<file path="config.mk">
export PLATFORM = sky130hd
export DESIGN_NAME = reset_and_stop_recovery
export DESIGN_NICKNAME = d
export VERILOG_FILES = /design/src/shared/rst_seq_pkg.sv /design/src/reset_and_stop_recovery.sv /design/src/pin_sync.sv
export VERILOG_INCLUDE_DIRS = /design/src /design/src/shared
export SDC_FILE = /design/constraint.sdc
export NUM_CORES = 1
export LEC_CHECK = 0
export BUFFER_PORTS_ARGS = -buffer_cell sky130_fd_sc_hd__buf_2
export CORE_ASPECT_RATIO = 0.75
export CORE_UTILIZATION = 40
export DETAILED_ROUTE_END_ITERATION = 12
export MAX_ROUTING_LAYER = met4
export PLACE_DENSITY = 0.62
export SLEW_MARGIN = 15
export SYNTH_ARGS = -nofsm -noshare
export SYNTH_HDL_FRONTEND = slang
export SYNTH_SLANG_ARGS = --single-unit
</file>
<file path="constraint.sdc">
create_clock -name clk -period 4.26 [get_ports clk]
set_input_delay 0.852 -clock clk [delete_from_list [all_inputs] [get_ports clk]]
set_output_delay 0.852 -clock clk [all_outputs]
set_load 0.005 [all_outputs]
</file>
<file path="src/shared/rst_seq_params.svh">
`ifndef RST_SEQ_PARAMS_SVH
`define RST_SEQ_PARAMS_SVH
// ****************************************
// reset sequencer constants
// ****************************************
// agreed-low samples that accept an external pulse (4 clk pin pulse)
`define EXT_QUAL_CYCLES 2'd3
// stop-recovery hold, internal oscillator cycles, crystal off
`define SMR_HOLD_NOXTAL 13'd66
// stop-recovery hold, internal oscillator cycles, crystal on
`define SMR_HOLD_XTAL 5000
// per-source reset delays in clk cycles (defaults)
`define POR_DELAY 16
`define VBO_DELAY 16
`define WDT_DELAY 16
`define EXT_DELAY 16
// clk cycles the input stays masked after the pin is released
`define DRIVE_MASK_CYCLES 3'd4
// pin idle level after reset
`define PIN_IDLE 1'b1
`endif

</file>
<file path="src/shared/rst_seq_pkg.sv">
// ****************************************
// reset sequencer types
// ****************************************
package rst_seq_pkg;
  // sequencer states, binary codes
  typedef enum logic [1:0] {
    ST_RUN = 2'b00,
    ST_RESET = 2'b01,
    ST_STOP = 2'b10,
    ST_WAKE = 2'b11
  } seq_state_e;
  // hold and delay counter
  typedef logic [12:0] count_t;
endpackage

</file>
<file path="src/reset_and_stop_recovery.sv">
`timescale 1ns/100ps
`default_nettype none
`include "rst_seq_params.svh"
// Behaviour
// - 3-clk pulse may reset, 4-clk always
// - stay in reset while pin held low, if this reset does not drive the pin itself
// - leave reset first edge after release
// - external reset sets external_reset_flag
// - pin drives open-drain low during reset, except external reset
// - internal events drive pin until delay ends
// - debug request starts power-on style reset
// - debug reset spares the debug unit
// - debug request bit self-clears during reset
// - debug reset sets power-on cause flag
// - stop instruction enters stop mode
// - hold CPU 66 or 5000 oscillator cycles
// - hold count includes oscillator startup
// - stop recovery touches only two registers
// - recovery enables, selects internal oscillator
module reset_and_stop_recovery
  import rst_seq_pkg::*;
#(
  parameter int SMR_XTAL_HOLD = `SMR_HOLD_XTAL,
  parameter int POR_DELAY = `POR_DELAY,
  parameter int VBO_DELAY = `VBO_DELAY,
  parameter int WDT_DELAY = `WDT_DELAY,
  parameter int EXT_DELAY = `EXT_DELAY
) (
  // clock and reset
  input wire logic clk,
  input wire logic arst_n,
  // reset pin, open drain
  input wire logic rst_pin_in,
  output logic rst_pin_out,
  output logic rst_pin_oe,
  // port configuration: indicator during stop-recovery hold
  input wire logic port_indicator_en,
  // internal reset events, one-cycle pulses
  input wire logic por_event,
  input wire logic brownout_event,
  input wire logic watchdog_event,
  // debug unit control
  input wire logic debug_reset_req_set,
  output logic debug_reset_req,
  // cpu stop and wake
  input wire logic stop_exec,
  input wire logic wake_event,
  input wire logic osc_tick,
  input wire logic xtal_enable,
  // oscillator control register writes
  input wire logic osc_write,
  input wire logic osc_write_enable,
  input wire logic osc_write_select,
  output logic osc_internal_enable,
  output logic osc_internal_select,
  // flag clear from software
  input wire logic flags_clear,
  // reset outputs
  output logic sys_reset,
  output logic debug_unit_reset,
  output logic cpu_reset,
  output logic stop_mode,
  // cause flags
  output logic external_reset_flag,
  output logic por_flag,
  output logic brownout_flag,
  output logic watchdog_flag,
  output logic stop_recovery_flag
);
  import rst_seq_pkg::*;

  // ****************************************
  // pin input path
  // ****************************************
  logic pin_level; // synchronised, filtered pin
  logic [1:0] qual_cnt; // agreed-low samples
  logic [2:0] mask_cnt; // masks our own drive echo
  logic [1:0] next_qual_cnt;
  logic [2:0] next_mask_cnt;
  logic ext_low; // pin low and not our own drive
  logic ext_hit; // pulse accepted

  pin_sync u_pin_sync (
    .clk(clk),
    .arst_n(arst_n),
    .pin_raw(rst_pin_in),
    .pin_level(pin_level)
  );

  // own drive comes back through the synchroniser late, so mask it
  assign ext_low = !pin_level && (mask_cnt == 3'h0) && !rst_pin_oe;
  assign ext_hit = (qual_cnt == `EXT_QUAL_CYCLES);

  // qualification and echo mask counters
  always_comb begin
    next_qual_cnt = 2'h0;
    if (ext_low && qual_cnt != `EXT_QUAL_CYCLES) begin
      next_qual_cnt = qual_cnt + 2'h1;
    end else if (ext_low) begin
      next_qual_cnt = qual_cnt;
    end
    next_mask_cnt = mask_cnt;
    if (rst_pin_oe) begin
      next_mask_cnt = `DRIVE_MASK_CYCLES;
    end else if (mask_cnt != 3'h0) begin
      next_mask_cnt = mask_cnt - 3'h1;
    end
  end

  always_ff @(posedge clk or negedge arst_n) begin
    if (!arst_n) begin
      qual_cnt <= 2'h0;
      mask_cnt <= 3'h0;
    end else begin
      qual_cnt <= next_qual_cnt;
      mask_cnt <= next_mask_cnt;
    end
  end

  // ****************************************
  // sequencer
  // ****************************************
  seq_state_e state; // current phase
  seq_state_e next_state;
  count_t cnt; // reset delay or stop hold count
  count_t next_cnt;
  logic int_cause; // reset came from an internal source
  logic dbg_cause; // reset came from the debug unit
  logic next_int_cause;
  logic next_dbg_cause;
  logic next_debug_reset_req;
  logic next_osc_en;
  logic next_osc_sel;
  logic next_ext_f;
  logic next_por_f;
  logic next_vbo_f;
  logic next_wdt_f;
  logic next_smr_f;
  logic any_reset; // some source asks for a system reset
  count_t hold_target; // stop hold for the current crystal setting

  assign any_reset = por_event || brownout_event || watchdog_event
                     || ext_hit || debug_reset_req;
  assign hold_target = xtal_enable ? count_t'(SMR_XTAL_HOLD)
                                   : `SMR_HOLD_NOXTAL;

  // next phase, counters and flags; a reset beats every other phase
  always_comb begin
    next_state = state;
    next_cnt = cnt;
    next_int_cause = int_cause;
    next_dbg_cause = dbg_cause;
    next_debug_reset_req = debug_reset_req;
    next_osc_en = osc_internal_enable;
    next_osc_sel = osc_internal_select;
    next_ext_f = external_reset_flag;
    next_por_f = por_flag;
    next_vbo_f = brownout_flag;
    next_wdt_f = watchdog_flag;
    next_smr_f = stop_recovery_flag;
    // software writes, overridden below by hardware
    if (osc_write) begin
      next_osc_en = osc_write_enable;
      next_osc_sel = osc_write_select;
    end
    if (flags_clear) begin
      next_ext_f = 1'b0;
      next_por_f = 1'b0;
      next_vbo_f = 1'b0;
      next_wdt_f = 1'b0;
      next_smr_f = 1'b0;
    end
    // the bit clears during the reset that it caused
    if (state == ST_RESET && dbg_cause) begin
      next_debug_reset_req = 1'b0;
    end
    if (debug_reset_req_set) begin
      next_debug_reset_req = 1'b1;
    end
    case (state)
      ST_RESET: begin
        if (por_event || brownout_event || watchdog_event) begin
          // fresh internal event restarts the delay
          next_cnt = count_t'(POR_DELAY);
          next_int_cause = 1'b1;
        end else if (cnt != 13'h0000) begin
          next_cnt = cnt - 13'h0001;
        end else if (!ext_low) begin
          next_state = ST_RUN;
          next_int_cause = 1'b0;
          next_dbg_cause = 1'b0;
        end
      end
      ST_RUN, ST_STOP, ST_WAKE: begin
        if (any_reset) begin
          next_state = ST_RESET;
          next_int_cause = !ext_hit;
          next_dbg_cause = 1'b0;
          next_ext_f = 1'b0;
          next_por_f = 1'b0;
          next_vbo_f = 1'b0;
          next_wdt_f = 1'b0;
          next_smr_f = 1'b0;
          next_osc_en = 1'b1;
          next_osc_sel = 1'b1;
          if (por_event) begin
            next_cnt = count_t'(POR_DELAY);
            next_por_f = 1'b1;
          end else if (brownout_event) begin
            next_cnt = count_t'(VBO_DELAY);
            next_vbo_f = 1'b1;
          end else if (watchdog_event) begin
            next_cnt = count_t'(WDT_DELAY);
            next_wdt_f = 1'b1;
          end else if (ext_hit) begin
            next_cnt = count_t'(EXT_DELAY);
            next_ext_f = 1'b1;
          end else begin
            // debug request runs as a power-on reset
            next_cnt = count_t'(POR_DELAY);
            next_por_f = 1'b1;
            next_dbg_cause = 1'b1;
            // pin indicates this reset too, unlike an external one
          end
        end else if (state == ST_RUN && stop_exec) begin
          next_state = ST_STOP;
        end else if (state == ST_STOP && wake_event) begin
          // count starts at wake, so oscillator start-up is inside it
          next_state = ST_WAKE;
          next_cnt = 13'h0000;
          // only oscillator and watchdog-register bits move here
          next_osc_en = 1'b1;
          next_osc_sel = 1'b1;
          next_smr_f = 1'b1;
        end else if (state == ST_WAKE) begin
          next_osc_en = 1'b1;
          next_osc_sel = 1'b1;
          if (osc_tick) begin
            next_cnt = cnt + 13'h0001;
          end
          if (cnt >= hold_target) begin
            next_state = ST_RUN;
          end
        end
      end
      default: begin
        next_state = ST_RESET;
        next_cnt = count_t'(POR_DELAY);
      end
    endcase
  end

  // ****************************************
  // registered outputs
  // ****************************************
  logic next_sys_reset;
  logic next_dbg_unit_rst;
  logic next_cpu_reset;
  logic next_stop_mode;
  logic next_pin_oe;

  // outputs follow the next phase so they line up with the state flop
  always_comb begin
    next_sys_reset = (next_state == ST_RESET);
    next_dbg_unit_rst = next_sys_reset && !next_dbg_cause;
    next_cpu_reset = next_sys_reset || (next_state == ST_WAKE);
    next_stop_mode = (next_state == ST_STOP);
    // external cause is never echoed, or the pin would latch itself low
    next_pin_oe = (next_sys_reset && next_int_cause)
                  || (next_state == ST_WAKE && port_indicator_en);
  end

  // power-up comes out as a power-on reset in progress
  always_ff @(posedge clk or negedge arst_n) begin
    if (!arst_n) begin
      state <= ST_RESET;
      cnt <= count_t'(POR_DELAY);
      int_cause <= 1'b1;
      dbg_cause <= 1'b0;
      debug_reset_req <= 1'b0;
      osc_internal_enable <= 1'b1;
      osc_internal_select <= 1'b1;
      external_reset_flag <= 1'b0;
      por_flag <= 1'b1;
      brownout_flag <= 1'b0;
      watchdog_flag <= 1'b0;
      stop_recovery_flag <= 1'b0;
      sys_reset <= 1'b1;
      debug_unit_reset <= 1'b1;
      cpu_reset <= 1'b1;
      stop_mode <= 1'b0;
      rst_pin_oe <= 1'b1;
      rst_pin_out <= 1'b0;
    end else begin
      state <= next_state;
      cnt <= next_cnt;
      int_cause <= next_int_cause;
      dbg_cause <= next_dbg_cause;
      debug_reset_req <= next_debug_reset_req;
      osc_internal_enable <= next_osc_en;
      osc_internal_select <= next_osc_sel;
      external_reset_flag <= next_ext_f;
      por_flag <= next_por_f;
      brownout_flag <= next_vbo_f;
      watchdog_flag <= next_wdt_f;
      stop_recovery_flag <= next_smr_f;
      sys_reset <= next_sys_reset;
      debug_unit_reset <= next_dbg_unit_rst;
      cpu_reset <= next_cpu_reset;
      stop_mode <= next_stop_mode;
      rst_pin_oe <= next_pin_oe;
      rst_pin_out <= 1'b0; // open drain only ever pulls low
    end
  end
endmodule // reset_and_stop_recovery
`default_nettype wire

</file>
<file path="src/pin_sync.sv">
`timescale 1ns/100ps
`default_nettype none
`include "rst_seq_params.svh"
// ****************************************
// three-flop pin synchroniser with agreement filter
// ****************************************
module pin_sync (
  // clock and reset
  input wire logic clk,
  input wire logic arst_n,
  // raw pin
  input wire logic pin_raw,
  // filtered level
  output logic pin_level
);
  logic ff1; // first stage, read only by ff2
  logic ff2; // second stage
  logic ff3; // third stage
  logic next_level; // level once ff2 and ff3 agree

  // level only moves when the last two stages agree
  always_comb begin
    next_level = pin_level;
    if (ff2 == ff3) begin
      next_level = ff3;
    end
  end

  // flops start at the idle level so no reset is seen at start-up
  always_ff @(posedge clk or negedge arst_n) begin
    if (!arst_n) begin
      ff1 <= `PIN_IDLE;
      ff2 <= `PIN_IDLE;
      ff3 <= `PIN_IDLE;
      pin_level <= `PIN_IDLE;
    end else begin
      ff1 <= pin_raw;
      ff2 <= ff1;
      ff3 <= ff2;
      pin_level <= next_level;
    end
  end
endmodule // pin_sync
`default_nettype wire

</file>
Word level (Yosys, flattened, before mapping)
Index checks and enable logic that the tools add are counted.

Register bits after elaboration: 39. Input bits: 16. Word-level logic and storage cells: 146.

Add/subtract/negate cells: 4. $lt $le $gt $ge: 1. Equality and inequality tests: 14. Muxes and demuxes: 77. Reduce and logical (&&, ||, !) cells: 27.

Operators with widths (count): 13-bit 2-to-1 mux (8); 1-bit 2-to-1 mux (53); 13-bit case mux with 2 select lines (1); 2-bit 2-to-1 mux (10); 13-bit by 1-bit adder with 13-bit output (second input constant) (1); 13-bit greater-or-equal comparator (1); 13-bit nonzero test (1); 13-bit by 1-bit subtractor with 13-bit output (second input constant) (1); 2-bit equality test (second input constant) (5); 1-bit logical AND (9); 4-bit != test (second input constant) (2); 1-bit logical OR (6); 3-bit 2-to-1 mux (2); 2-bit by 1-bit equality test with 1-bit output (second input constant) (2); 1-bit zero test (4); 1-bit case mux with 2 select lines (2); 2-bit case mux with 2 select lines (1); 4-bit AND reduction (1); 2-bit nonzero test (2); 3-bit zero test (1); 3-bit by 2-bit != test with 1-bit output (second input constant) (1); 3-bit != test (second input constant) (1); 3-bit nonzero test (1); 3-bit OR reduction (1); other kinds (6) (6).

Depth between registers and ports, before layout
Depth after elaboration: 11. Depth in mapped cells: 9. Gate-level depth less buffers: 8.

Modules after synthesis
Synthesis repeated with hierarchy kept, for this count alone.

Cells, all modules: 259. Area total of the unflattened synthesis: 2357.3 um^2.

Modules (own cells, without submodules): reset_and_stop_recovery (times used 1, cells each 254, area an instance 2240.9 um^2); pin_sync (times used 1, cells each 5, area an instance 116.4 um^2).

Least setup slack after synthesis
No wires, ideal clock.

Path type: input port to flip-flop. Start: input port xtal_enable. End: register rst_pin_oe. Setup time: 0.073 ns. Arrival: 2.384 ns. Required time: 4.187 ns. Path slack: 1.803 ns. Stages: 7. Path buffers: 0. Cell sequence: inv_1 ha_1 a2111oi_0 o21ai_0 a211o_1 a211o_1 a21oi_1.

Word-level cells in the longest chain between the ends: 11. Elaborated cells between the ends (all ways): 13. Those cells by class: order compare: 1; eq/ne: 2; mux: 7; reduce/logical: 3.

Ends and longest elaborated chain: start: declaration (RTL line reset_and_stop_recovery.sv:49) `input wire logic xtal_enable,`; 13-bit 2-to-1 mux (no line) *; 13-bit greater-or-equal comparator * (RTL line reset_and_stop_recovery.sv:241) `if (cnt >= hold_target) begin`; 2-bit 2-to-1 mux * (RTL line reset_and_stop_recovery.sv:241); 2-bit 2-to-1 mux * (RTL line reset_and_stop_recovery.sv:235) `end else if (state == ST_WAKE) begin`; 2-bit 2-to-1 mux * (RTL line reset_and_stop_recovery.sv:227) `end else if (state == ST_STOP && wake_event) begin`; 2-bit 2-to-1 mux * (RTL line reset_and_stop_recovery.sv:225) `end else if (state == ST_RUN && stop_exec) begin`; 2-bit 2-to-1 mux * (RTL line reset_and_stop_recovery.sv:195) `if (any_reset) begin`; 2-bit case mux with 2 select lines * (RTL line reset_and_stop_recovery.sv:180) `case (state)`; 2-bit by 1-bit equality test with 1-bit output / 2-bit equality test (equally long branches) (RTL line reset_and_stop_recovery.sv:264, reset_and_stop_recovery.sv:270); 1-bit logical AND (on tied branches) (RTL line reset_and_stop_recovery.sv:269, reset_and_stop_recovery.sv:270); 1-bit logical OR * (RTL line reset_and_stop_recovery.sv:270) `|| (next_state == ST_WAKE && port_indicator_en);`; named net next_pin_oe (RTL line reset_and_stop_recovery.sv:260) `logic next_pin_oe;`; end signal: assignment (RTL line reset_and_stop_recovery.sv:311) `rst_pin_oe <= next_pin_oe;`; end: declaration (RTL line reset_and_stop_recovery.sv:35) `output logic rst_pin_oe,`.

The timed path passes the listed nets; every way through them passes the cells marked *. A chain may end at the register's enable or synchronous reset.

Worst setup path in the final report
Start: input port brownout_event. End: register cnt[11].

Word-level cells in the longest chain between the ends: 6. Elaborated cells between the ends (all ways): 12. Those cells by class: eq/ne: 4; mux: 3; reduce/logical: 5.

Ends and longest elaborated chain: start: declaration (RTL line reset_and_stop_recovery.sv:40) `input wire logic brownout_event,`; 1-bit logical OR * (2 in a row) (RTL line reset_and_stop_recovery.sv:142, reset_and_stop_recovery.sv:182); 1-bit logical OR (2 in a row) (RTL line reset_and_stop_recovery.sv:143) `|| ext_hit || debug_reset_req;`; 4-bit != test (no line), or another cell as far along; 4-bit AND reduction (no line) / 13-bit case mux with 2 select lines (equally long branches); end signal: assignment (RTL line reset_and_stop_recovery.sv:277) `cnt <= count_t'(POR_DELAY);`; end signal: assignment (RTL line reset_and_stop_recovery.sv:296) `cnt <= next_cnt;`; end: declaration (RTL line reset_and_stop_recovery.sv:125) `count_t cnt;`.

Mark *: on every way between the ends. The rest lies on a longest branch, timed or not.

==> impl_metrics.json <==
{
  "worstMarginPinSlew_ns": 0.832,
  "tritoncts": "yes",
  "ir_drop_uv": 169,
  "synth_edf_count": 0,
  "synthesis.nets": 281,
  "p_per_area_nw_per_um2": 385,
  "syn_inst": 253,
  "syn_area_sq_um": 2330,
  "hold_buffers": 0,
  "final_antenna_net_count": 0,
  "synthDistinctLibCells": 55,
  "relSlewSlack": 0.445,
  "pre_cts_slack_ns": 1.13,
  "placed_area_sq_um": 2500,
  "place.port_buffers": 28,
  "vias": 2073,
  "die-area_sq_um": 6130,
  "routed_wl_um": 5450,
  "cap_violations": 0,
  "avgRoutedWirePerCell_um": 15.5,
  "syn-mean-instance-area_sq_um": 9.19,
  "ys.flop_type": "dfrtp_1",
  "grt_pass1_wl_um": 9340,
  "h-tree-depth": 2,
  "numCtsBuffers": 5,
  "grt_use_total": 0.201,
  "fin_crit_sh": 0.670,
  "clock_path_buffers": 2,
  "skew_ns": 0.00723,
  "r2r_end": "cnt[7]$_DFFE_PN0P_",
  "setup_violations": 0,
  "grt_max_degree": 39,
  "period_minus_slack_ns": 2.85,
  "first_pass_iters": 4,
  "design.portCount": 30,
  "clkSlewWorstSetupHoldPaths_ns": 0.08,
  "seqPwrFrac": 0.475,
  "p_switching_w": 0.000324,
  "setup-tns-final_ns": 0,
  "grt_antenna_before_repair": 0,
  "syn_to_final_growth_pct": 12.5,
  "root_buffer": "clkbuf_8",
  "crit_arrival_ns": 3.05,
  "worstPathMaxFanout": 11,
  "drtIter0Drc": 150,
  "worst_slack_ns": 1.41,
  "clockPowerShare": 0.309,
  "hold_ws_ns": 0.359,
  "fmax_ghz": 0.351,
  "rows": 23,
  "post-cts-setup-buffers": 0,
  "die_h_um": 68.0,
  "drcViolationCount": 0,
  "r2r_start": "state[0]$_DFF_PN1_",
  "grt_pass1_vias": 1882,
  "finalNetCount": 303,
  "status": "completed",
  "rsz0062_at_grt": "false",
  "yosys_warnings": 0,
  "core_sq_um": 5470,
  "combPwrFrac": 0.217,
  "cts_resized": 0,
  "grt_overflow": 0,
  "ys_seq_elements": 38,
  "p_leak_nw": 1.09,
  "cp-end-kind": "register",
  "hpwl_um": 3850,
  "initial_core_util": 0.425,
  "worstHoldStart": "u_pin_sync.ff1$_DFF_PN1_",
  "switching_share": 0.321,
  "cts_sinks": 38,
  "synthArstFlopShare": 1.00,
  "whs_endpoint": "u_pin_sync.ff2$_DFF_PN1_",
  "die_w_um": 90.1,
  "via_per_inst": 5.91,
  "path_class": "input port to register",
  "power_w": 0.00101,
  "seq_area_frac_synth": 0.416,
  "hold_class": "register to register",
  "power.internal_w": 0.000684,
  "finalHoldViolCount": 0,
  "crit_required_ns": 4.46,
  "drv_slew": 0,
  "startpoint_type": "input port",
  "antennaDiodeCount": 0,
  "regToRegSetupSlack_ns": 1.43,
  "whs_path_depth": 0,
  "clk_latency_ns": 0.30,
  "drive_gt1_frac": 0.207,
  "worstRegToRegCells": 5,
  "place.gp.congestion": 0.852,
  "fin_area_sq_um": 2620
}
[power groups by stage]
stage                     sequential (W)  combinational, W  clock [W]
after floorplan                 0.000443          0.000191          0
after global placement          0.000483          0.000212          0
after detailed placement        0.000482          0.000218          0
after CTS                       0.000476          0.000218   0.000319
after global routing            0.000485          0.000244   0.000332
final                           0.000478          0.000218   0.000311
[kinds of logic (layout without fill, tap and decap cells)]
logic type                 after synthesis  after routing  synth area share
xor gates and xnor gates                 3              3            0.0113
and+or+nand+nor                         89             89             0.215
DFF                                     38             38             0.416
buffers and inverters                   25             48            0.0457
AOI/OAI and AO/OA                       81             81             0.229
muxes                                    3              3            0.0129
other                                    1              1           0.00161
adders and majority gates               13             13            0.0689
[worst max path at each step]
stage	start	end	cells past startpoint	slack, ns
after floorplan	xtal_enable	rst_pin_oe$_DFF_PN1_	7	1.80
after global placement	brownout_event	cnt[11]$_DFFE_PN0P_	7	1.34
after detailed placement	brownout_event	cnt[11]$_DFFE_PN0P_	7	1.13
after CTS	brownout_event	cnt[11]$_DFFE_PN0P_	7	1.45
after global routing	brownout_event	cnt[11]$_DFFE_PN0P_	7	1.19
final	brownout_event	cnt[11]$_DFFE_PN0P_	7	1.41
[layout by cell type (no fill, tap or decap), types with 2 or more instances in the layout]
master | netlist | layout
a211o_1 | 2 | 2
a211oi_1 | 2 | 2
a21oi_1 | 21 | 21
a221oi_1 | 4 | 4
a22oi_1 | 2 | 2
a31oi_1 | 5 | 5
and3_1 | 2 | 2
and4_1 | 2 | 2
buf_2 | 1 | 28
clkbuf_8 | 0 | 5
clkinvlp_4 | 0 | 2
dfrtp_1 | 25 | 25
dfstp_2 | 13 | 13
ha_1 | 12 | 12
inv_1 | 11 | 11
mux2i_1 | 3 | 3
nand2_1 | 14 | 14
nand2b_1 | 6 | 6
nand3_1 | 10 | 10
nand3b_1 | 4 | 4
nand4_1 | 2 | 2
nor2_1 | 18 | 18
nor2b_1 | 3 | 3
nor3_1 | 5 | 5
nor4_1 | 6 | 6
o211ai_1 | 2 | 2
o21ai_0 | 19 | 19
o22a_1 | 3 | 3
o22ai_1 | 7 | 7
o31ai_1 | 5 | 5
or3_1 | 4 | 4
or4_1 | 3 | 3
or4_4 | 2 | 2
xnor2_1 | 2 | 2
[registers in the layout, summed over array words and instances (netlist names)]
| register | count |
|---|---|
| mask_cnt | 3 |
| osc_internal_select | 1 |
| int_cause | 1 |
| debug_reset_req | 1 |
| sys_reset | 1 |
| por_flag | 1 |
| cnt | 13 |
| dbg_cause | 1 |
| u_pin_sync.ff2 | 1 |
| stop_recovery_flag | 1 |
| qual_cnt | 2 |
| state | 2 |
| watchdog_flag | 1 |
| u_pin_sync.pin_level | 1 |
| brownout_flag | 1 |
| u_pin_sync.ff1 | 1 |
| u_pin_sync.ff3 | 1 |
| debug_unit_reset | 1 |
| stop_mode | 1 |
| external_reset_flag | 1 |
| osc_internal_enable | 1 |
| rst_pin_oe | 1 |
[per-layer routing]
layer  vias to the layer above  global-route usage  wire length [um]
met4                         0              0.0665                55
li1                        991                   -                 -
met3                         9              0.0367               317
met1                      1002               0.298              2980
met2                        71               0.273              2100
met5                         -                   -                 0
[worst max-delay path, cell delays in order]
cell and delay, ns:
buf_2 0.13, or3_1 0.43, nor3_1 0.45, nand3_1 0.49, nor3_1 0.37, a31oi_1 0.12, o31ai_1 0.21
[synth_stat cells, types with 2 or more instances]
library cell | number | area [sq um]
a211o_1 | 2 | 17.5
a211oi_1 | 2 | 15.0
a21oi_1 | 21 | 105
a221oi_1 | 4 | 35.0
a22oi_1 | 2 | 15.0
a31oi_1 | 5 | 31.3
and3_1 | 2 | 12.5
and4_1 | 2 | 17.5
clkbuf_1 | 11 | 41.3
dfrtp_1 | 25 | 626
dfstp_2 | 13 | 342
ha_1 | 12 | 150
inv_1 | 11 | 41.3
mux2i_1 | 3 | 30.0
nand2_1 | 14 | 52.6
nand2b_1 | 6 | 37.5
nand3_1 | 10 | 50.1
nand3b_1 | 4 | 30.0
nand4_1 | 2 | 12.5
nor2_1 | 18 | 67.6
nor2b_1 | 3 | 18.8
nor3_1 | 5 | 25.0
nor4_1 | 6 | 37.5
o211ai_1 | 2 | 15.0
o21ai_0 | 19 | 95.1
o22a_1 | 3 | 26.3
o22ai_1 | 7 | 43.8
o31ai_1 | 5 | 37.5
or3_1 | 4 | 25.0
or4_1 | 3 | 22.5
or4_4 | 2 | 22.5
xnor2_1 | 2 | 17.5
[cell type report]
class	count	area [sq um]
fillers	538	2850
multi-input cells	190	1250
flip-flops and latches	38	967
repair buffers	29	148
well taps	75	93.8
clock buffers	5	68.8
clock inverters	3	45.0
inverters	11	41.3
[stage by stage]
step	util	instances
finish	0.478	351
global route	0.478	351
CTS	0.478	351
detailed placement	0.458	343
global placement	0.458	343
floorplan	-	253
(Power assumes the default switching activity.)
